`src/rtl/ammr_pkg.sv`:
```
package ammr_pkg;
	// ****************************************************************
	// Register offsets
	// ****************************************************************
	localparam logic [15:0] AMMR_OFS_EVENT_ADV = 16'h1028;
	localparam logic [15:0] AMMR_OFS_WORD_ADV = 16'h102a;
	localparam logic [15:0] AMMR_OFS_FC_WINDOW = 16'h102e;
	localparam logic [15:0] AMMR_OFS_MODE_SET = 16'h1032;
	localparam logic [15:0] AMMR_OFS_MODE_CLR = 16'h1034;
	localparam logic [15:0] AMMR_OFS_MT_WADDR = 16'h1036;
	localparam logic [15:0] AMMR_OFS_MT_UPPER = 16'h1038;
	localparam logic [15:0] AMMR_OFS_MT_LOWER = 16'h103a;

	// ****************************************************************
	// Mode bit positions, implemented mask and reset value
	// ****************************************************************
	localparam int AMMR_B_MEMTEST = 0;
	localparam int AMMR_B_OFFLINE = 1;
	localparam int AMMR_B_DATA_WIPE = 2;
	localparam int AMMR_B_OVF_OFF = 3;
	localparam int AMMR_B_ZS_OFF = 4;
	localparam int AMMR_B_ACQ_TEST = 6;
	localparam int AMMR_B_SLIDE_EN = 7;
	localparam int AMMR_B_TH_RES = 8;
	localparam int AMMR_B_AUTO_ADV = 11;
	localparam int AMMR_B_EMPTY_WR = 12;
	localparam int AMMR_B_SUB_OFF = 13;
	localparam int AMMR_B_ALL_TRIGGER_COUNT = 14;
	localparam logic [15:0] AMMR_MODE_MASK = 16'h79df;
	localparam logic [15:0] AMMR_MODE_RESET = 16'h4880;

	// ****************************************************************
	// Fast-clear timing, in units of 1/32 ns
	// ****************************************************************
	localparam int AMMR_SUB_PER_NS = 32;
	localparam int AMMR_CLK_PERIOD_NS = 50;
	localparam int AMMR_FC_BASE_NS = 7000;
	localparam int AMMR_FC_STEPS_PER_US = 32;
	localparam int AMMR_FC_BASE_U = AMMR_FC_BASE_NS * AMMR_SUB_PER_NS;
	localparam int AMMR_FC_STEP_U = 1000 * AMMR_SUB_PER_NS
		/ AMMR_FC_STEPS_PER_US;
	localparam int AMMR_CLK_U = AMMR_CLK_PERIOD_NS * AMMR_SUB_PER_NS;
	localparam int AMMR_FC_ACC_W = 21;
	localparam logic [9:0] AMMR_FC_N_MAX = 10'h3f0;

	// ****************************************************************
	// Threshold scaling
	// ****************************************************************
	localparam int AMMR_TH_SHIFT_COARSE = 4;
	localparam int AMMR_TH_SHIFT_FINE = 1;

	typedef enum logic [1:0] {
		AMMR_FC_IDLE = 2'b00,
		AMMR_FC_OPEN = 2'b01
	} ammr_fc_state_t;
endpackage

```
`src/rtl/ammr_fc_timer.sv`:
```
`timescale 1ns/100ps
`default_nettype none
module ammr_fc_timer import ammr_pkg::*; #(
	parameter int N_WIDTH = 10
) (
	input wire logic clk,
	input wire logic reset,
	input wire logic [N_WIDTH-1:0] n_steps,
	input wire logic start,
	output logic window_open
);
	ammr_fc_state_t state_reg;
	logic [AMMR_FC_ACC_W-1:0] acc_reg;
	logic [AMMR_FC_ACC_W-1:0] target;
	logic [AMMR_FC_ACC_W-1:0] acc_next;
	logic [15:0] len_reg;

	if (N_WIDTH > 10) begin : g_chk
		$error("Fast-clear step count wider than the accumulator serves.");
	end

	// Window closes on the last whole cycle within 7 us plus N steps.
	assign target = AMMR_FC_ACC_W'(AMMR_FC_BASE_U)
		+ AMMR_FC_ACC_W'(n_steps * AMMR_FC_STEP_U);
	assign acc_next = acc_reg + AMMR_FC_ACC_W'(AMMR_CLK_U);
	assign window_open = (state_reg == AMMR_FC_OPEN);

	always_ff @(posedge clk) begin
		if (reset) begin
			state_reg <= AMMR_FC_IDLE;
			acc_reg <= '0;
		end else begin
			case (state_reg)
				AMMR_FC_IDLE: begin
					if (start) begin
						state_reg <= AMMR_FC_OPEN;
						acc_reg <= AMMR_FC_ACC_W'(AMMR_CLK_U);
					end
				end
				AMMR_FC_OPEN: begin
					if (acc_next > target) begin
						state_reg <= AMMR_FC_IDLE;
					end
					acc_reg <= acc_next;
				end
				default: state_reg <= AMMR_FC_IDLE;
			endcase
		end
	end

	// Helper count of open cycles, read only by the checks below.
	always_ff @(posedge clk) begin
		if (reset || !window_open) begin
			len_reg <= 16'h0001;
		end else begin
			len_reg <= len_reg + 16'h0001;
		end
	end

	a_fc_window_len: assert property (@(posedge clk) disable iff (reset)
		window_open && $stable(n_steps)
		|-> 32'(len_reg) <= 32'(target) / AMMR_CLK_U)
		else $error("Fast-clear window stays open too long.");
	a_fc_close_time: assert property (@(posedge clk) disable iff (reset)
		$fell(window_open) && $stable(n_steps) |->
		32'($past(len_reg)) == 32'($past(target)) / AMMR_CLK_U)
		else $error("Fast-clear window has wrong length.");
	a_fc_start_open: assert property (@(posedge clk) disable iff (reset)
		!window_open && start |=> window_open)
		else $error("Fast-clear window did not open after start.");
endmodule
`default_nettype wire

```
`src/rtl/ammr_regs.sv`:
```
`timescale 1ns/100ps
`default_nettype none
module ammr_regs import ammr_pkg::*; #(
	parameter int FC_N_WIDTH = 10,
	parameter int MEM_ADDR_WIDTH = 11
) (
	input wire logic SYS_CLK,
	input wire logic RESET,
	input wire logic [15:0] REG_ADDR,
	input wire logic [15:0] REG_WDATA,
	input wire logic REG_WR,
	input wire logic REG_RD,
	output logic [15:0] REG_RDATA,
	output logic REG_ACK,
	output logic MEMTEST_MODE,
	output logic CONV_OFFLINE,
	output logic DATA_RESET,
	output logic OVERFLOW_CHECK_OFF,
	output logic ZERO_SUPPRESS_OFF,
	output logic ACQUISITION_TEST_SELECT,
	output logic SLIDE_ENABLE,
	output logic THRESHOLD_RESOLUTION,
	output logic POINTER_AUTO_ADVANCE,
	output logic EMPTY_EVENT_WRITE,
	output logic SLIDE_SUB_BYPASS,
	output logic ALL_TRIGGER_COUNT,
	output logic [FC_N_WIDTH-1:0] FAST_CLEAR_WINDOW_WIDTH,
	input wire logic FC_START,
	output logic FC_WINDOW_OPEN,
	output logic MEM_WR,
	output logic [MEM_ADDR_WIDTH-1:0] MEM_ADDR,
	output logic [31:0] MEM_DATA,
	input wire logic BUF_READ,
	output logic PTR_WORD_ADVANCE,
	output logic PTR_EVENT_ADVANCE,
	input wire logic CH_VALID,
	input wire logic [11:0] CH_VALUE,
	input wire logic CH_OVERFLOW,
	input wire logic [7:0] CH_THRESHOLD,
	output logic CH_STORE,
	input wire logic EVENT_END,
	input wire logic EVENT_ACCEPTED_ANY,
	output logic EVENT_WRITE_FRAME,
	input wire logic TRIGGER,
	input wire logic TRIGGER_ACCEPTED,
	output logic EVENT_COUNT_INC
);
	// ****************************************************************
	// Declarations and parameter checks
	// ****************************************************************
	logic [15:0] mode_reg;
	logic [15:0] mode_next;
	logic [FC_N_WIDTH-1:0] fcw_reg;
	logic [MEM_ADDR_WIDTH-1:0] mt_addr_reg;
	logic [15:0] mt_upper_reg;
	logic mem_wr_reg;
	logic [31:0] mem_data_reg;
	logic [15:0] rdata_reg;
	logic ack_reg;
	logic word_adv_reg;
	logic event_adv_reg;
	logic store_reg;
	logic frame_reg;
	logic count_reg;
	logic wr_set;
	logic wr_clr;
	logic wr_fcw;
	logic wr_addr;
	logic wr_upper;
	logic wr_lower;
	logic wr_word_adv;
	logic wr_event_adv;

	if (FC_N_WIDTH != 10) begin : g_chk_fc
		$error("Fast-clear field must be 10 bits wide.");
	end
	if (MEM_ADDR_WIDTH < 1 || MEM_ADDR_WIDTH > 16) begin : g_chk_addr
		$error("Memory test address must fit a 16-bit register.");
	end

	// Decodes an address match for one register offset.
	function automatic logic hit(input logic [15:0] addr,
			input logic [15:0] ofs);
		hit = (addr == ofs);
	endfunction

	// True when the value falls below the scaled threshold.
	function automatic logic below_threshold(input logic [11:0] value,
			input logic [7:0] thr, input logic fine);
		logic [12:0] limit;
		limit = '0;
		if (fine) begin
			limit = 13'(thr) << AMMR_TH_SHIFT_FINE;
		end else begin
			limit = 13'(thr) << AMMR_TH_SHIFT_COARSE;
		end
		below_threshold = (13'(value) < limit);
	endfunction

	assign wr_set = REG_WR && hit(REG_ADDR, AMMR_OFS_MODE_SET);
	assign wr_clr = REG_WR && hit(REG_ADDR, AMMR_OFS_MODE_CLR);
	assign wr_fcw = REG_WR && hit(REG_ADDR, AMMR_OFS_FC_WINDOW);
	assign wr_addr = REG_WR && hit(REG_ADDR, AMMR_OFS_MT_WADDR);
	assign wr_upper = REG_WR && hit(REG_ADDR, AMMR_OFS_MT_UPPER);
	assign wr_lower = REG_WR && hit(REG_ADDR, AMMR_OFS_MT_LOWER);
	assign wr_word_adv = REG_WR && hit(REG_ADDR, AMMR_OFS_WORD_ADV);
	assign wr_event_adv = REG_WR && hit(REG_ADDR, AMMR_OFS_EVENT_ADV);

	// ****************************************************************
	// Operating-mode register
	// ****************************************************************
	always_comb begin
		mode_next = mode_reg;
		if (wr_set) begin
			mode_next = mode_reg | (REG_WDATA & AMMR_MODE_MASK);
		end else if (wr_clr) begin
			mode_next = mode_reg & ~(REG_WDATA & AMMR_MODE_MASK);
		end
	end

	always_ff @(posedge SYS_CLK) begin
		if (RESET) begin
			mode_reg <= AMMR_MODE_RESET;
		end else begin
			mode_reg <= mode_next;
		end
	end

	assign MEMTEST_MODE = mode_reg[AMMR_B_MEMTEST];
	assign CONV_OFFLINE = mode_reg[AMMR_B_OFFLINE];
	assign DATA_RESET = mode_reg[AMMR_B_DATA_WIPE];
	assign OVERFLOW_CHECK_OFF = mode_reg[AMMR_B_OVF_OFF];
	assign ZERO_SUPPRESS_OFF = mode_reg[AMMR_B_ZS_OFF];
	assign ACQUISITION_TEST_SELECT = mode_reg[AMMR_B_ACQ_TEST];
	assign SLIDE_ENABLE = mode_reg[AMMR_B_SLIDE_EN];
	assign THRESHOLD_RESOLUTION = mode_reg[AMMR_B_TH_RES];
	assign POINTER_AUTO_ADVANCE = mode_reg[AMMR_B_AUTO_ADV];
	assign EMPTY_EVENT_WRITE = mode_reg[AMMR_B_EMPTY_WR];
	assign SLIDE_SUB_BYPASS = mode_reg[AMMR_B_SUB_OFF];
	assign ALL_TRIGGER_COUNT = mode_reg[AMMR_B_ALL_TRIGGER_COUNT];

	// ****************************************************************
	// Fast-clear window
	// ****************************************************************
	always_ff @(posedge SYS_CLK) begin
		if (RESET) begin
			fcw_reg <= '0;
		end else if (wr_fcw) begin
			fcw_reg <= REG_WDATA[FC_N_WIDTH-1:0];
		end
	end

	assign FAST_CLEAR_WINDOW_WIDTH = fcw_reg;

	ammr_fc_timer #(
		.N_WIDTH(FC_N_WIDTH)
	) u_fc_timer (
		.clk(SYS_CLK),
		.reset(RESET),
		.n_steps(fcw_reg),
		.start(FC_START),
		.window_open(FC_WINDOW_OPEN)
	);

	// ****************************************************************
	// Memory test write side
	// ****************************************************************
	always_ff @(posedge SYS_CLK) begin
		if (RESET) begin
			mt_addr_reg <= '0;
		end else if (wr_addr) begin
			mt_addr_reg <= REG_WDATA[MEM_ADDR_WIDTH-1:0];
		end
	end

	always_ff @(posedge SYS_CLK) begin
		if (RESET) begin
			mt_upper_reg <= '0;
		end else if (wr_upper) begin
			mt_upper_reg <= REG_WDATA;
		end
	end

	// The lower-half write completes the word; in memory test mode MEM_WR stores it on the next cycle.
	always_ff @(posedge SYS_CLK) begin
		if (RESET) begin
			mem_wr_reg <= 1'b0;
			mem_data_reg <= '0;
		end else begin
			mem_wr_reg <= wr_lower && MEMTEST_MODE;
			if (wr_lower) begin
				mem_data_reg <= {mt_upper_reg, REG_WDATA};
			end
		end
	end

	assign MEM_WR = mem_wr_reg;
	assign MEM_ADDR = mt_addr_reg;
	assign MEM_DATA = mem_data_reg;

	// ****************************************************************
	// Readout pointer advance
	// ****************************************************************
	always_ff @(posedge SYS_CLK) begin
		if (RESET) begin
			word_adv_reg <= 1'b0;
			event_adv_reg <= 1'b0;
		end else begin
			word_adv_reg <= wr_word_adv
				|| (POINTER_AUTO_ADVANCE && BUF_READ);
			event_adv_reg <= wr_event_adv;
		end
	end

	assign PTR_WORD_ADVANCE = word_adv_reg;
	assign PTR_EVENT_ADVANCE = event_adv_reg;

	// ****************************************************************
	// Channel acceptance, empty events and event counting
	// ****************************************************************
	always_ff @(posedge SYS_CLK) begin
		if (RESET) begin
			store_reg <= 1'b0;
		end else begin
			store_reg <= CH_VALID && !CONV_OFFLINE
				&& (OVERFLOW_CHECK_OFF || !CH_OVERFLOW)
				&& (ZERO_SUPPRESS_OFF || !below_threshold(CH_VALUE,
				CH_THRESHOLD, THRESHOLD_RESOLUTION));
		end
	end

	always_ff @(posedge SYS_CLK) begin
		if (RESET) begin
			frame_reg <= 1'b0;
		end else begin
			frame_reg <= EVENT_END
				&& (EVENT_ACCEPTED_ANY || EMPTY_EVENT_WRITE);
		end
	end

	always_ff @(posedge SYS_CLK) begin
		if (RESET) begin
			count_reg <= 1'b0;
		end else begin
			count_reg <= TRIGGER
				&& (ALL_TRIGGER_COUNT || TRIGGER_ACCEPTED);
		end
	end

	assign CH_STORE = store_reg;
	assign EVENT_WRITE_FRAME = frame_reg;
	assign EVENT_COUNT_INC = count_reg;

	// ****************************************************************
	// Register read port
	// ****************************************************************
	always_ff @(posedge SYS_CLK) begin
		if (RESET) begin
			rdata_reg <= '0;
			ack_reg <= 1'b0;
		end else begin
			ack_reg <= REG_WR || REG_RD;
			rdata_reg <= '0;
			if (REG_RD) begin
				if (hit(REG_ADDR, AMMR_OFS_MODE_SET)) begin
					rdata_reg <= mode_reg;
				end else if (hit(REG_ADDR, AMMR_OFS_FC_WINDOW)) begin
					rdata_reg <= 16'(fcw_reg);
				end
			end
		end
	end

	assign REG_RDATA = rdata_reg;
	assign REG_ACK = ack_reg;

	// ****************************************************************
	// Checks
	// ****************************************************************
	a_mode_set_ones: assert property (@(posedge SYS_CLK) disable iff (RESET)
		wr_set |=> mode_reg == ($past(mode_reg)
		| ($past(REG_WDATA) & AMMR_MODE_MASK)))
		else $error("Mode set write lost or altered bits.");
	a_mode_clr_bits: assert property (@(posedge SYS_CLK) disable iff (RESET)
		wr_clr |=> mode_reg == ($past(mode_reg)
		& ~($past(REG_WDATA) & AMMR_MODE_MASK)))
		else $error("Mode clear write gave wrong bits.");
	a_mode_read_back: assert property (@(posedge SYS_CLK) disable iff (RESET)
		REG_RD && hit(REG_ADDR, AMMR_OFS_MODE_SET) && !REG_WR
		|=> REG_ACK && REG_RDATA == $past(mode_reg))
		else $error("Mode read returned wrong value.");
	a_data_wipe_level: assert property (@(posedge SYS_CLK)
		disable iff (RESET)
		wr_set && REG_WDATA[AMMR_B_DATA_WIPE] |=> DATA_RESET)
		else $error("Data reset not raised by wipe bit.");
	a_mode_defaults: assert property (@(posedge SYS_CLK)
		$past(RESET) |-> mode_reg == AMMR_MODE_RESET)
		else $error("Mode bits not at defaults after reset.");
	a_memtest_store: assert property (@(posedge SYS_CLK) disable iff (RESET)
		wr_lower && MEMTEST_MODE |=> MEM_WR
		&& MEM_DATA == {$past(mt_upper_reg), $past(REG_WDATA)})
		else $error("Memory test word not stored.");
	a_memtest_gate: assert property (@(posedge SYS_CLK) disable iff (RESET)
		MEM_WR |-> $past(MEMTEST_MODE) && $past(wr_lower))
		else $error("Memory written outside test mode.");
	a_ptr_manual: assert property (@(posedge SYS_CLK) disable iff (RESET)
		BUF_READ && !POINTER_AUTO_ADVANCE && !wr_word_adv
		|=> !PTR_WORD_ADVANCE)
		else $error("Pointer advanced while auto advance is off.");
	a_ptr_word_adv: assert property (@(posedge SYS_CLK) disable iff (RESET)
		wr_word_adv |=> PTR_WORD_ADVANCE)
		else $error("Word-advance write did not move pointer.");
	a_count_mode: assert property (@(posedge SYS_CLK) disable iff (RESET)
		TRIGGER ##0 (ALL_TRIGGER_COUNT || TRIGGER_ACCEPTED)
		|=> EVENT_COUNT_INC)
		else $error("Event counter increment missing.");
	a_empty_frame: assert property (@(posedge SYS_CLK) disable iff (RESET)
		EVENT_END && !EVENT_ACCEPTED_ANY && !EMPTY_EVENT_WRITE
		|=> !EVENT_WRITE_FRAME)
		else $error("Frame written for an empty event.");
	a_ovf_suppress: assert property (@(posedge SYS_CLK) disable iff (RESET)
		CH_VALID && CH_OVERFLOW && !OVERFLOW_CHECK_OFF |=> !CH_STORE)
		else $error("Overflowed data stored.");
	a_zero_suppress: assert property (@(posedge SYS_CLK)
		disable iff (RESET)
		CH_VALID && !ZERO_SUPPRESS_OFF && !THRESHOLD_RESOLUTION
		&& ({1'b0, CH_VALUE}
		< ({5'h00, CH_THRESHOLD} << AMMR_TH_SHIFT_COARSE))
		|=> !CH_STORE)
		else $error("Below-threshold data stored.");
	a_offline_halt: assert property (@(posedge SYS_CLK) disable iff (RESET)
		CONV_OFFLINE |=> !CH_STORE)
		else $error("Data stored while converter offline.");
endmodule
`default_nettype wire

```
`config.mk`:
```
export PLATFORM = sky130hd
export DESIGN_NAME = ammr_regs
export DESIGN_NICKNAME = d
export VERILOG_FILES = /design/src/rtl/ammr_pkg.sv /design/src/rtl/ammr_fc_timer.sv /design/src/rtl/ammr_regs.sv
export SDC_FILE = /design/constraint.sdc
export NUM_CORES = 1
export LEC_CHECK = 0
export ABC_AREA = 0
export CORE_ASPECT_RATIO = 1.75
export CORE_MARGIN = 2
export CORE_UTILIZATION = 43
export DETAILED_ROUTE_END_ITERATION = 10
export DONT_BUFFER_PORTS = 1
export GPL_ROUTABILITY_DRIVEN = 0
export GPL_TIMING_DRIVEN = 0
export HOLD_SLACK_MARGIN = 0.1
export MAX_ROUTING_LAYER = met4
export PLACE_DENSITY = 0.72
export SLEW_MARGIN = 20
export SYNTH_ARGS = -nofsm -noshare
export SYNTH_HDL_FRONTEND = slang
export SYNTH_HIERARCHICAL = 1
export SYNTH_SLANG_ARGS = --single-unit
```
`constraint.sdc`:
```
create_clock -name SYS_CLK -period 5.4 [get_ports SYS_CLK]
set_clock_uncertainty 0.2 [all_clocks]
set_input_delay 0.54 -clock SYS_CLK [delete_from_list [all_inputs] [get_ports SYS_CLK]]
set_output_delay 0.54 -clock SYS_CLK [all_outputs]
set_load 0.05 [all_outputs]
```
==> flow_results.org, run 1 <==
** Power
- Power spread over the standard cell area amounts to 242 nW/um^2.
- Static leakage :: 3.85 nW
- IR analysis of the VDD net gives a maximum drop of 0.000232 V.
- Overall power after layout :: 2.06 mW

** Timing
- Counting I/O delays and the setup requirement, the final critical path takes 5.60 ns.
- Post-route worst setup slack :: -0.204 ns
- Of the available clock period, the critical path in the final layout requires 104%.
- Setup repair after global routing missed its margin :: yes
- Setup violations remaining at the end of the flow were counted as 1.
- The hold violation total from the final report came to 0.
- Fmax :: roughly 180 MHz
- The tightest hold path in the finished design has a slack of 0.121 ns.
- Fin. max-slew vios :: 0
- Summed over all failing endpoints, the final setup total negative slack is -0.204 ns.
- The worst pin sits at a relative slew slack of 34.1%.
- For the pin with the worst max-slew slack, the measured transition is a little under 1 ns.

** Critical path
- At the worst endpoint, the arrival time is 5.75 ns.
- Among the stages of the critical path, the cell type that occurs most often is sky130_fd_sc_hd__fa_1.
- The worst setup path is of the register to register kind.
- Cell Chain, Critical Path :: inv_4, fa_1, fa_1, fa_1, fa_1, inv_2, ha_4, a21o_1, a31oi_4, and2_4, o21ai_2, xnor2_2, o31a_2, or2_1, ha_1, a21o_1, a21oi_2, nand2_1, o21ai_1, a21oi_1, nor3_1
- CP peak stage delay :: 0.55 ns
- Among all stages on the critical path, the largest delay is contributed by sky130_fd_sc_hd__fa_1.
- Reg-to-reg setup timing slack :: -0.20 ns
- Worst-path maximum fanout :: 7
- Kind of end point of the critical path :: register
- STA puts the critical path data required time at 5.54 ns.
- Startpoint types :: register

** Synthesis
- Dominant register cell in the synthesized netlist :: sky130_fd_sc_hd__dfxtp_1
- Xor/xnor cell area share of the yosys netlist :: 4.35%
- Synth warn :: 6
- Cell types with the highest counts after synthesis :: 118 x sky130_fd_sc_hd__dfxtp_1, 114 x sky130_fd_sc_hd__nand2_1, 74 x sky130_fd_sc_hd__mux2i_1
- Fraction of synthesized cell area taken by the top area cell type :: 32.8%
- Sequential elements use 32.8% of the synthesized area.
- Avg Cell Area, Syn :: between 9 and 10 sq um
- Number of distinct standard cells referenced by the synthesized netlist :: 69
- In the synthesized netlist, the number of instances is 765.
- Synth top area cells :: sky130_fd_sc_hd__dfxtp_1 33%, sky130_fd_sc_hd__ha_1 12%, sky130_fd_sc_hd__mux2i_1 10%, sky130_fd_sc_hd__fa_1 8.3%, sky130_fd_sc_hd__nand2_1 5.9%
- Share of synthesized cell area in full adder, half adder and majority cells :: slightly above 20%
- By instance count, the leading cell after synthesis is sky130_fd_sc_hd__dfxtp_1.
- The biggest area contributor in the post-synthesis netlist is sky130_fd_sc_hd__dfxtp_1.
- Fraction of the mapped netlist area in simple logic gates :: 16.3%
- Async set or reset register ratio after synthesis :: 0%
- EDFF count, synth :: 0
- The synthesized netlist devotes 10.4% of its cell area to compound gates.
- Syn Std Cell Area :: roughly 7200 sq um
- Post-synthesis sequential element count :: 118
- After synthesis, the share of cell area in mux cells is 10.3%.
- By area, the combinational part of the netlist is dominated by adder cells.

** Die
- Boundary pin count :: 153
- The floorplan step defined a die boundary enclosing 17900 sq um.
- The floorplan step set the die width to 102 um.
- In this run the standard cell core region covers 16400 sq um.
- Row generation in the floorplan step produced 62 rows.
- The initial utilization of the core area, before any placement, comes to 43.9%.
- From bottom edge to top edge, the die measures 175 um.

** Detailed routing
- After detailed routing, the number of remaining DRC violations is 0.
- Number of vias per cell :: around 5.4
- Routed wire length :: ~19 mm
- Pre-Repair DR Iteration Count :: 4
- The detail route stage leaves a number of antenna-violating nets equal to 0.
- Number of vias in the routed layout :: 5650
- WL per Instance :: 18.1 um
- The detailed router finished its first iteration with 169 violations.

** GRT
- Initial antenna violation count :: 0
- Global-route total usage across every layer :: 22.5%
- Wire length of the first global-routing pass :: 30.3 mm
- Entering global routing, the biggest net connects 17 pins.
- The via count of the first global-routing pass came to between 5000 and 6000.
- Overflow left after global routing :: 0

** Placement
- Number of port buffers :: 0
- After legalization and detailed placement, the total HPWL measured between 10 and 15 mm.

** Final layout
- Area growth syn-to-layout :: 17.9%
- The repair_antennas step left the layout with diodes totalling 0.
- Total number of nets in the final design :: 972
- Fill cell total of the finished layout :: about 1500
- The register with the most flip-flops in the layout has 32 of them.
- Cells with a size suffix above 1 make up 13.9% of the layout.

** Outcome
- The final reports fail on negative setup slack.
- Run status :: finished, violations left

** Clock network
- Clock transition time at the flip-flop clock pins of the worst setup and hold paths :: 0.06 ns
- Clock latency on the worst-skew pair, taken at its later pin, is 0.41 ns.
- Clock tree synthesis found a total of roughly 120 sinks.
- In this run the clock root is driven by a sky130_fd_sc_hd__clkbuf_16.
- Buffer depth of the longest clock path :: 2
- The H-tree generated during clock tree synthesis spans 4 levels.
- CTS tree :: done
- CTS buffer count :: 17

** Hold path
- The tightest min-delay check is of the input port to register type.

** Flow run
- Max-cap violations in this run came to 0.
## layer usage
layer / routed length, um / share of wire, % / vias up / global-route usage [%]
li1: - / - / 2726 / -
met1: 6290 / 33 / 2687 / 21.0
met2: 10500 / 56 / 185 / 40.7
met3: 1160 / 6.2 / 52 / 6.49
met4: 931 / 4.9 / 0 / 11.5
met5: 0 / 0 / - / -
## metrics by stage
stage	cells	cell area [sq um]	worst slack [ns]	util [%]
final	1047	8500	-0.204	51.7
after detailed placement	990	7590	-0.510	46.2
after global routing	1047	8500	-0.451	51.7
after global placement	990	7590	-0.470	46.2
after floorplan	766	7310	0.0117	-
after CTS	1041	8410	-0.234	51.1
## cells by family after synthesis
kind of cell | after synthesis
AO/OA/AOI/OAI | 107
XOR/XNOR | 32
adder cells (fa/ha/maj) | 98
buffers and inverters | 100
flip-flops | 118
multiplexers | 74
other | 1
AND/OR/NAND/NOR | 235
## area by class of cell
type | count | area, sq um | area share [%]
Buffer | 33 | 168 | 1.97
Clock buffer | 20 | 458 | 5.39
Tap cell | 224 | 280 | 3.30
Inverter | 67 | 272 | 3.19
Sequential cell | 118 | 2400 | 28.2
Clock inverter | 12 | 100 | 1.18
Multi-Input combinational cell | 548 | 4610 | 54.3
Timing Repair Buffer | 25 | 213 | 2.50
## layout by cell type (no fill, tap or decap), types with 4 or more instances in the layout
cell type                       synthesis  final
sky130_fd_sc_hd__xnor2_1               15     13
sky130_fd_sc_hd__a21oi_1               28     22
sky130_fd_sc_hd__clkinvlp_4             0      4
sky130_fd_sc_hd__ha_4                   0      5
sky130_fd_sc_hd__nor4_1                 7      7
sky130_fd_sc_hd__a21o_1                 9      9
sky130_fd_sc_hd__clkinv_2               0      5
sky130_fd_sc_hd__fa_1                  30     30
sky130_fd_sc_hd__mux2i_1               74     74
sky130_fd_sc_hd__buf_4                  3     18
sky130_fd_sc_hd__inv_4                  0      7
sky130_fd_sc_hd__a311o_1                8      8
sky130_fd_sc_hd__a21oi_2                1      4
sky130_fd_sc_hd__dlygate4sd3_1          0     10
sky130_fd_sc_hd__o21ai_1                0      5
sky130_fd_sc_hd__inv_1                 67     59
sky130_fd_sc_hd__buf_2                  7      7
sky130_fd_sc_hd__dfxtp_1              118    108
sky130_fd_sc_hd__ha_1                  68     63
sky130_fd_sc_hd__nor3b_1               12     12
sky130_fd_sc_hd__o21ai_0               18     13
sky130_fd_sc_hd__and2_1                 9      9
sky130_fd_sc_hd__clkbuf_1              20     22
sky130_fd_sc_hd__xnor2_2                2      4
sky130_fd_sc_hd__nor3_1                 7      7
sky130_fd_sc_hd__nand3_1               10      9
sky130_fd_sc_hd__nor2_1                32     32
sky130_fd_sc_hd__nand4_1               12     12
sky130_fd_sc_hd__dfxtp_4                0      9
sky130_fd_sc_hd__xor2_1                14     13
sky130_fd_sc_hd__nand2_1              114    114
sky130_fd_sc_hd__clkbuf_16              0     18
sky130_fd_sc_hd__a31oi_1                6      5
sky130_fd_sc_hd__a22o_1                 8      8
## report_power, final
part           switching, mW  internal, mW
Clock                  0.410         0.657
Sequential            0.0139         0.872
Combinational         0.0678        0.0376
Total                  0.492          1.57
## final timing paths
| check | from | end | depth (start not counted) |
|---|---|---|---|
| setup / recovery | FAST_CLEAR_WINDOW_WIDTH[3] | u_fc_timer/state_reg[0] | 21 |
| hold / removal | REG_WDATA[14] | mode_reg[14] | 2 |
| setup reg to reg | FAST_CLEAR_WINDOW_WIDTH[3] | u_fc_timer/state_reg[0] | 21 |
| hold reg to reg | mt_upper_reg[10] | MEM_DATA[26] | 2 |
## critical path, delay by kind of cell (launching register included)
family / cells / cell delay [ns]
adder cells (fa/ha/maj): 6 / 2.48
AO/OA/AOI/OAI: 8 / 1.38
flip-flops: 1 / 0.50
AND/OR/NAND/NOR: 4 / 0.67
XOR/XNOR: 1 / 0.17
buffers and inverters: 2 / 0.13
## repair_timing
| item | in CTS | in global routing |
|---|---|---|
| buffers inserted | 9 | 6 |
| gates resized for setup | 21 | 8 |
| endpoints found under the hold margin | 8 | 0 |
| pin swaps | 15 | 18 |
| hold buffers | 10 | 0 |
| cloned | 0 | 0 |
| setup endpoints to repair | 1 | 1 |
(Power assumes the default switching activity.)
==> run 2, diff against run 1 <==
SYNTH_HIERARCHICAL = not set   (was 1)
==> run 2 against run 1 <==
Effect of this change: the run still ends with negative setup slack left; fmax decreased by 7.3%; sequential share of layout area up 0.36 points; synthesized cell count grew 1.4%; synthesized area fell by 2.3%; clock power increased by 20%; setup slack lost 0.44 ns; non-clock buffer count is 1 higher; clock-buffer cell count fell by 1; sequential power about the same; register-to-register slack got worse by 0.44 ns; critical path type unchanged; largest cell class unchanged.
==> flow_results.org, run 2 <==
** Placement
- Detailed placement ended at an HPWL of 14.8 mm.
- Placement-stage worst setup slack :: -0.816 ns
- Input and output buffers added on the ports amount to 0.
- Counting tap cells, the placed design contains a total of a little under 1000 instances.

** Clock network
- TritonCTS built the clock tree.
- Buffer depth of the longest clock path :: 2
- Number of levels the H-tree was split into :: 4
- In this run the clock root is driven by a sky130_fd_sc_hd__clkbuf_16.
- Clock Sinks :: 118
- Clock-pin slew was measured on the worst setup and hold paths at 0.06 ns.
- TritonCTS created 17 clock buffers.
- Clock Latency Late Sink :: between 0.4 and 0.5 ns

** Critical path
- The critical path goes through inv_4, fa_1, fa_1, inv_2, fa_1, inv_1, fa_1, inv_2, ha_4, o21a_1, nor2_1, a211o_1, o211a_4, o311ai_2, o221ai_2, nand2b_4, xnor2_1, ha_1, nand4_1, nand2b_4, or4_1, a311oi_1.
- Most frequent CP cell :: sky130_fd_sc_hd__fa_1
- Among all stages on the critical path, the largest delay is contributed by sky130_fd_sc_hd__fa_1.
- Kind of end point of the critical path :: register
- Along the worst path, the maximum fanout reaches 7.
- Startpoint types :: register
- CP peak stage delay :: 0.52 ns
- For flop-to-flop paths, the worst setup slack is -0.65 ns.
- The worst register-to-register path begins at FAST_CLEAR_WINDOW_WIDTH[4].
- Cell count of the worst reg-to-reg path :: 22
- Critical path data arrival time :: 6.16 ns
- In this run the critical register-to-register path is captured at u_fc_timer.state_reg[0].
- Endpoint required time on the critical path :: 5.52 ns
- Worst Setup EP :: u_fc_timer.state_reg[0]
- The critical path in this run is classified as register to register.
- Launch point of the critical path :: FAST_CLEAR_WINDOW_WIDTH[4]

** Final layout
- The count of cells in the finished layout, fillers not included, comes to 1023.
- Total number of nets in the final design :: approximately 980
- Most frequent cells in the layout :: 109 x sky130_fd_sc_hd__dfxtp_1, 87 x sky130_fd_sc_hd__nand2_1, 83 x sky130_fd_sc_hd__nor2_1
- Leaving out fill and tap cells, the most frequent cell in the layout is sky130_fd_sc_hd__dfxtp_1.
- The layout has approximately 1400 filler cells.
- Antenna cells :: 0
- Flip-flop count of the largest register, all copies and words added :: 32
- The post-route netlist has 10.4% of its cells at a drive strength greater than 1.
- Area growth syn-to-layout :: 18.9%

** Synthesis
- Cell taking the most area after synthesis :: sky130_fd_sc_hd__dfxtp_1
- Synth warn :: 0
- Ranked by total cell area, the synthesized netlist is headed by sky130_fd_sc_hd__dfxtp_1 34%, sky130_fd_sc_hd__ha_1 12%, sky130_fd_sc_hd__fa_1 8.5%, sky130_fd_sc_hd__mux2i_1 6.0%, sky130_fd_sc_hd__nand2_1 4.6%.
- The cell area that synthesis handed to floorplanning was 7050 sq um.
- Synthesized instance count :: 776
- Dominant register cell in the synthesized netlist :: sky130_fd_sc_hd__dfxtp_1
- A synthesized cell averages 9.08 sq um.
- In the synthesized netlist the async set-or-reset flop fraction comes to 0%.
- EDFF count, synth :: 0
- In this run the biggest area consumer among cell types represents 33.5% of the synthesized area.
- Register area share after synthesis :: 33.5%
- Count leader, synth :: sky130_fd_sc_hd__dfxtp_1
- Number of distinct standard cells referenced by the synthesized netlist :: between 60 and 70
- Post-synthesis sequential element count :: 118
- In the synthesized netlist, the cells that appear most often are 118 x sky130_fd_sc_hd__dfxtp_1, 87 x sky130_fd_sc_hd__nand2_1, 83 x sky130_fd_sc_hd__nor2_1.

** Detailed routing
- Once detail routing completed, the nets flagged for antenna violations numbered 0.
- DRC errors left :: 0
- Routed wire length :: roughly 20 mm
- Detailed Route Iter0 Violations :: 258
- Number of vias in the routed layout :: between 5000 and 6000
- Dividing the detail-routed wire length by the instance count gives just under 20 um.
- The first TritonRoute pass finished after 5 iterations.
- Number of vias per cell :: 5.62

** Timing
- Minimum period implied by the final worst setup slack :: slightly above 6 ns
- Headroom to the max-slew limit came out at 48.5%.
- Fin. max-slew vios :: 0
- Fin crit share :: 112%
- The hold violation total from the final report is 0.
- At the pin with the least slew margin, the transition time is between 0.7 and 0.8 ns.
- Once routing completed, OpenROAD measured the worst setup slack at -0.645 ns.
- Fmax :: between 150 and 200 MHz
- Setup repair after global routing missed its margin :: yes
- Setup violations remaining at the end of the flow were counted as 1.

** GRT
- Initial antenna violation count :: 0
- Global-route total usage across every layer :: roughly a quarter
- Wire length of the first global-routing pass :: roughly 32 mm
- Entering global routing, the biggest net connects 17 pins.
- Summed over all layers, the global routing overflow is 0.
- The via count of the first global-routing pass is about 6000.

** Outcome
- Run status :: finished, violations left
- The final reports fail on negative setup slack.

** Hold path
- Classification of the worst-slack hold path :: input port to register

** Power
- Summed over all cells, the static leakage comes to between 3 and 4 nW.
- In this run the power density over the cells is 271 nW/um^2.
- IR analysis of the VDD net gives a maximum drop of approximately 0.00031 V.

** Die
- Initial standard-cell utilization of the core :: between 40% and 50%
- The floorplan step defined a die boundary enclosing 17500 sq um.
- Boundary pin count :: about 150
- Core region area :: 16000 sq um
- Measured along the y axis, the die boundary spans 173 um.
- Standard-cell rows :: 61
- The die is 101 um wide.

** Flow run
- Across the run, the number of max-cap violations was 0.
==> run 2: logic make-up after synthesis <==
group	Yosys count	synth area share, %
xor+xnor	34	4.23
fa+ha+maj	98	20.6
compound gates	132	13.0
mux	42	5.97
flops	118	33.5
other cells	1	0.0532
simple gates	258	17.4
buf+inv	93	5.17
==> run 2: where the power goes <==
part | internal, mW | total (mW) | switching (mW)
clock network | 0.850 | 1.28 | 0.427
registers | 0.873 | 0.887 | 0.0142
logic | 0.0415 | 0.109 | 0.0672
total | 1.76 | 2.27 | 0.508
==> run 2: cell type report <==
type	instances	area, sq um	share of cell area (%)
clock buffers	19	453	5.41
multi-input cells	566	4470	53.3
repair buffers	25	243	2.90
well taps	189	236	2.82
plain buffers	34	143	1.70
inverters	59	229	2.73
clock inverters	13	215	2.57
flip-flops and latches	118	2390	28.6
==> run 2: critical path, delay by kind of cell (launching register included) <==
family                   cells  cell delay, ns
buffers and inverters        4            0.22
AND/OR/NAND/NOR              5            0.88
AO/OA/AOI/OAI                6            1.37
flip-flops                   1            0.51
adder cells (fa/ha/maj)      6            2.62
XOR/XNOR                     1            0.13
==> run 2: worst min-delay path by stage <==
stage / start / endpoint / slack (ns) / cells past startpoint
CTS: REG_WDATA[1] / mode_reg[1] / 0.10 / 2
global placement: mt_upper_reg[7] / MEM_DATA[23] / 0.24 / 2
global route: REG_WDATA[8] / mode_reg[8] / 0.11 / 2
finish: REG_WDATA[11] / mode_reg[11] / 0.11 / 2
detailed placement: mt_upper_reg[11] / MEM_DATA[27] / 0.24 / 2
floorplan: mt_upper_reg[0] / MEM_DATA[16] / 0.23 / 2
==> run 2: metal layers <==
metal,global-route usage [%],vias to the layer above,share of wire [%]
met2,43.4,200,54
met5,-,-,0
met3,6.05,62,5.6
li1,-,2740,-
met1,23.2,2747,35
met4,12.1,0,5.3
==> run 2: metrics by stage <==
stage | hold WS (ns) | area (sq um) | TNS [ns] | util, % | power [mW]
floorplan | 0.232 | 7170 | -0.220 | - | 0.967
CTS | 0.102 | 8340 | -0.686 | 52.3 | 2.28
global route | 0.107 | 8380 | -0.862 | 52.5 | 2.33
finish | 0.108 | 8380 | -0.645 | 52.5 | 2.27
detailed placement | 0.244 | 7410 | -0.816 | 46.4 | 0.987
global placement | 0.240 | 7410 | -0.773 | 46.4 | 0.986
==> run 2: what timing repair did <==
| item | in CTS | in global routing |
|---|---|---|
| pin swaps | 2 | 4 |
| gates resized for setup | 5 | 6 |
| endpoints found under the hold margin | 64 | 0 |
| cloned | 0 | 0 |
| hold buffers | 22 | 0 |
| endpoints found under the setup margin | 1 | 1 |
| buffers inserted | 2 | 1 |
==> run 3, diff against run 2 <==
PLACE_DENSITY = 0.7   (was 0.72)
SYNTH_HIERARCHICAL = 1   (was not set)
clock period = 5.9 ns   (was 5.4 ns; I/O delays follow)
==> run 3 against run 2 <==
Effect of this change: the flow now finishes without violations; via count fell by 2.7%; combinational power shrank 16%; sequential share of layout area barely moved; global-route usage decreased by 2.2 points.
==> flow_results.org, run 3 (synthesis results as in run 1) <==
** Timing
- After layout, the worst path uses a little over nine tenths of the clock period.
- For this run, the top clock speed supported by timing is 175 MHz.
- The final max-slew violation count was 0.
- At the pin with the least slew margin, the transition time is 0.942 ns.
- Count of final hold-check violations :: 0
- In the post-route analysis, the smallest setup slack over all paths is approximately 0.20 ns.
- Subtracting the final worst setup slack from the clock period gives 5.70 ns.
- Final-report setup violation count :: 0
- Worst max-slew margin expressed relative to the limit :: 36.9%
- Summed negative setup slack over all endpoints :: 0 ns

** Detailed routing
- The first detailed-routing pass ran for 4 iterations.
- Routed wire length :: 18.6 mm
- In the final routed layout, each cell accounts on average for 18.0 um.
- In this run the remaining antenna-violating nets after routing total 0.
- DRC errors left :: 0
- Number of vias in the routed layout :: roughly 5600
- Number of vias per cell :: 5.42
- Detailed Route Iter0 Violations :: 187

** Critical path
- Kind of end point of the critical path :: register
- Cell count of the worst reg-to-reg path :: 21
- The slowest stage of the critical path belongs to the cell sky130_fd_sc_hd__fa_1.
- Tracing the worst setup path back leads to its startpoint at FAST_CLEAR_WINDOW_WIDTH[2].
- STA puts the critical path data required time at 6.05 ns.
- STA classifies the critical path startpoint as a register.
- Worst-path maximum fanout :: 8
- Category of the most critical setup path :: register to register
- Critical path buffer and inverter count :: 2
- Number of cells on the critical path :: 21
- Most frequent CP cell :: sky130_fd_sc_hd__fa_1
- Data arrives at the worst endpoint at between 5 and 6 ns.
- In this design, the stage delay of the slowest critical-path cell is 0.56 ns.
- The worst register-to-register path begins at FAST_CLEAR_WINDOW_WIDTH[2].
- Cell family with the largest share of critical-path delay :: adder cells
- The signal on the critical path passes through inv_4, fa_1, fa_1, fa_1, fa_1, inv_1, ha_4, a21o_1, a31oi_4, and2_4, xor2_4, a21oi_2, o31a_1, or3_1, nand2_2, ha_4, a21o_1, a21o_1, a21oi_2, a21oi_1, nor3_1.

** Placement
- The number of placed instances, taps included, is 990.
- Placed wire-length estimate after detailed placement :: about 14 mm
- Number of port buffers :: 0
- Placement-stage worst setup slack :: -0.475 ns

** Outcome
- The flow ran to the end, and the final reports show no timing, DRC or antenna violations.

** Final layout
- After filler insertion, the fill cell instance count of the layout stands at ~1600.
- Area growth syn-to-layout :: 16.4%
- Leaving out fill and tap cells, the most frequent cell in the layout is sky130_fd_sc_hd__nand2_1.
- Antenna cells :: 0
- Area taken by flip-flops and latches :: 2400 sq um
- Of the cells placed in the final design, the portion with a size suffix greater than 1 is 13.9%.
- In the final layout, the multi-input gates occupy 4650 sq um.
- Total number of nets in the final design :: 957
- Once layout is complete, the utilization of the core stands at 51.0%.
- Flip-flop count of the largest register, all copies and words added :: 32
- The finished layout holds 1032 standard cells, fillers aside.
- Most frequent cells in the layout :: 111 x sky130_fd_sc_hd__nand2_1, 108 x sky130_fd_sc_hd__dfxtp_1, 74 x sky130_fd_sc_hd__mux2i_1

** Hold path
- Depth of the worst hold-timing path :: 1
- The tightest min-delay check is of the input port to register type.
- Min-delay src :: REG_WDATA[7]

** Power
- In this run the static leakage power is between 3 and 4 nW.
- The worst-case IR drop observed on VDD is 0.000260 V.
- For this design the ratio of total power to cell area is 222 nW/um^2.

** GRT
- The via count of the first global-routing pass is 5761.
- Entering global routing, the biggest net connects 17 pins.
- Initial antenna violation count :: 0
- For this run, the total global-route usage over all layers was measured as 21.9%.
- Wire length of the first global-routing pass :: 29.0 mm
- The total overflow left after global routing is 0.

** Clock network
- Clock tree synthesis found a total of 118 sinks.
- CTS built an H-tree with a depth of 4.
- At the later pin of the worst-skew pair, clock insertion delay measures 0.42 ns.
- CTS buffer count :: 17
- Buffer depth of the longest clock path :: 2
- TritonCTS built the clock tree.
- CTS root buffer :: sky130_fd_sc_hd__clkbuf_16
- Clock transition time at the flip-flop clock pins of the worst setup and hold paths :: 0.06 ns

** Die
- Core region area :: 16400 sq um
- The die covers 17900 sq um.
- Once the floorplan was initialized, standard cells occupied 43.9% of the core.
- Floorplan die height :: 175 um
- Standard-cell rows :: 62
- In this run the horizontal extent of the chip is 102 um.
- Pin placement for this block handled 153 I/O pins.

** Flow run
- The tool flagged a number of max-cap violations equal to 0.
==> run 3: changes by cell type in the layout (fill, tap and decap cells not counted), moves of 9 or more <==
cell / change
sky130_fd_sc_hd__inv_1: +9
sky130_fd_sc_hd__a21oi_1: -37
sky130_fd_sc_hd__dlygate4sd3_1: -20
sky130_fd_sc_hd__nand2_1: +24
sky130_fd_sc_hd__nor2_1: -51
sky130_fd_sc_hd__mux2i_1: +32
sky130_fd_sc_hd__a22oi_1: -11
sky130_fd_sc_hd__o21ai_0: +10
==> run 3: layout make-up <==
class,instances,area share (%)
clock buffers,20,5.32
multi-input cells,548,55.4
flip-flops and latches,118,28.6
well taps,224,3.34
repair buffers,10,0.954
clock inverters,12,1.25
inverters,67,3.10
plain buffers,33,2.04
==> run 3: timing repair <==
action / 4_1_cts / 5_1_grt
gates resized for setup: 22 / 42
setup buffers: 3 / 5
hold buffers: 2 / 0
hold endpoints to repair: 2 / 0
pin swaps: 2 / 28
setup endpoints to repair: 1 / 1
==> run 3: worst paths after layout <==
kind,to,slack (ns)
worst max-delay path,u_fc_timer/state_reg[0],0.20
worst max register to register,u_fc_timer/state_reg[0],0.20
worst min register to register,MEM_DATA[26],0.27
worst min-delay path,mode_reg[7],0.11
==> run 3: routing by layer <==
metal  vias to the layer above  share of wire [%]  track usage, %
li1                       2694                  -               -
met1                      2683                 33            19.7
met2                       175                 57            40.7
met3                        41                6.1            6.09
met4                         0                3.8            10.4
met5                         -                  0               -
==> run 3: report_power, final <==
group	switching [mW]	leakage, nW	internal [mW]
registers	0.0128	0.960	0.798
logic	0.0608	2.56	0.0310
clock network	0.378	0.258	0.587
==> run 3: worst register-to-register path, cell delays in order, from the launching register on <==
cell,delay [ns]
sky130_fd_sc_hd__dfxtp_4,0.52
sky130_fd_sc_hd__inv_4,0.07
sky130_fd_sc_hd__fa_1,0.56
sky130_fd_sc_hd__fa_1,0.43
sky130_fd_sc_hd__fa_1,0.47
sky130_fd_sc_hd__fa_1,0.51
sky130_fd_sc_hd__inv_1,0.06
sky130_fd_sc_hd__ha_4,0.25
sky130_fd_sc_hd__a21o_1,0.22
sky130_fd_sc_hd__a31oi_4,0.18
sky130_fd_sc_hd__and2_4,0.21
sky130_fd_sc_hd__xor2_4,0.19
sky130_fd_sc_hd__a21oi_2,0.09
sky130_fd_sc_hd__o31a_1,0.35
sky130_fd_sc_hd__or3_1,0.33
sky130_fd_sc_hd__nand2_2,0.10
sky130_fd_sc_hd__ha_4,0.20
sky130_fd_sc_hd__a21o_1,0.17
sky130_fd_sc_hd__a21o_1,0.18
sky130_fd_sc_hd__a21oi_2,0.13
sky130_fd_sc_hd__a21oi_1,0.08
sky130_fd_sc_hd__nor3_1,0.16
==> run 3: per-stage QoR <==
stage	hold slack (ns)	cell area, sq um	total power [mW]
after detailed placement	0.260	7500	0.922
after global placement	0.247	7500	0.920
final	0.108	8400	1.87
after global routing	0.101	8400	1.92
after CTS	0.103	8160	1.88
after floorplan	0.242	7220	0.897
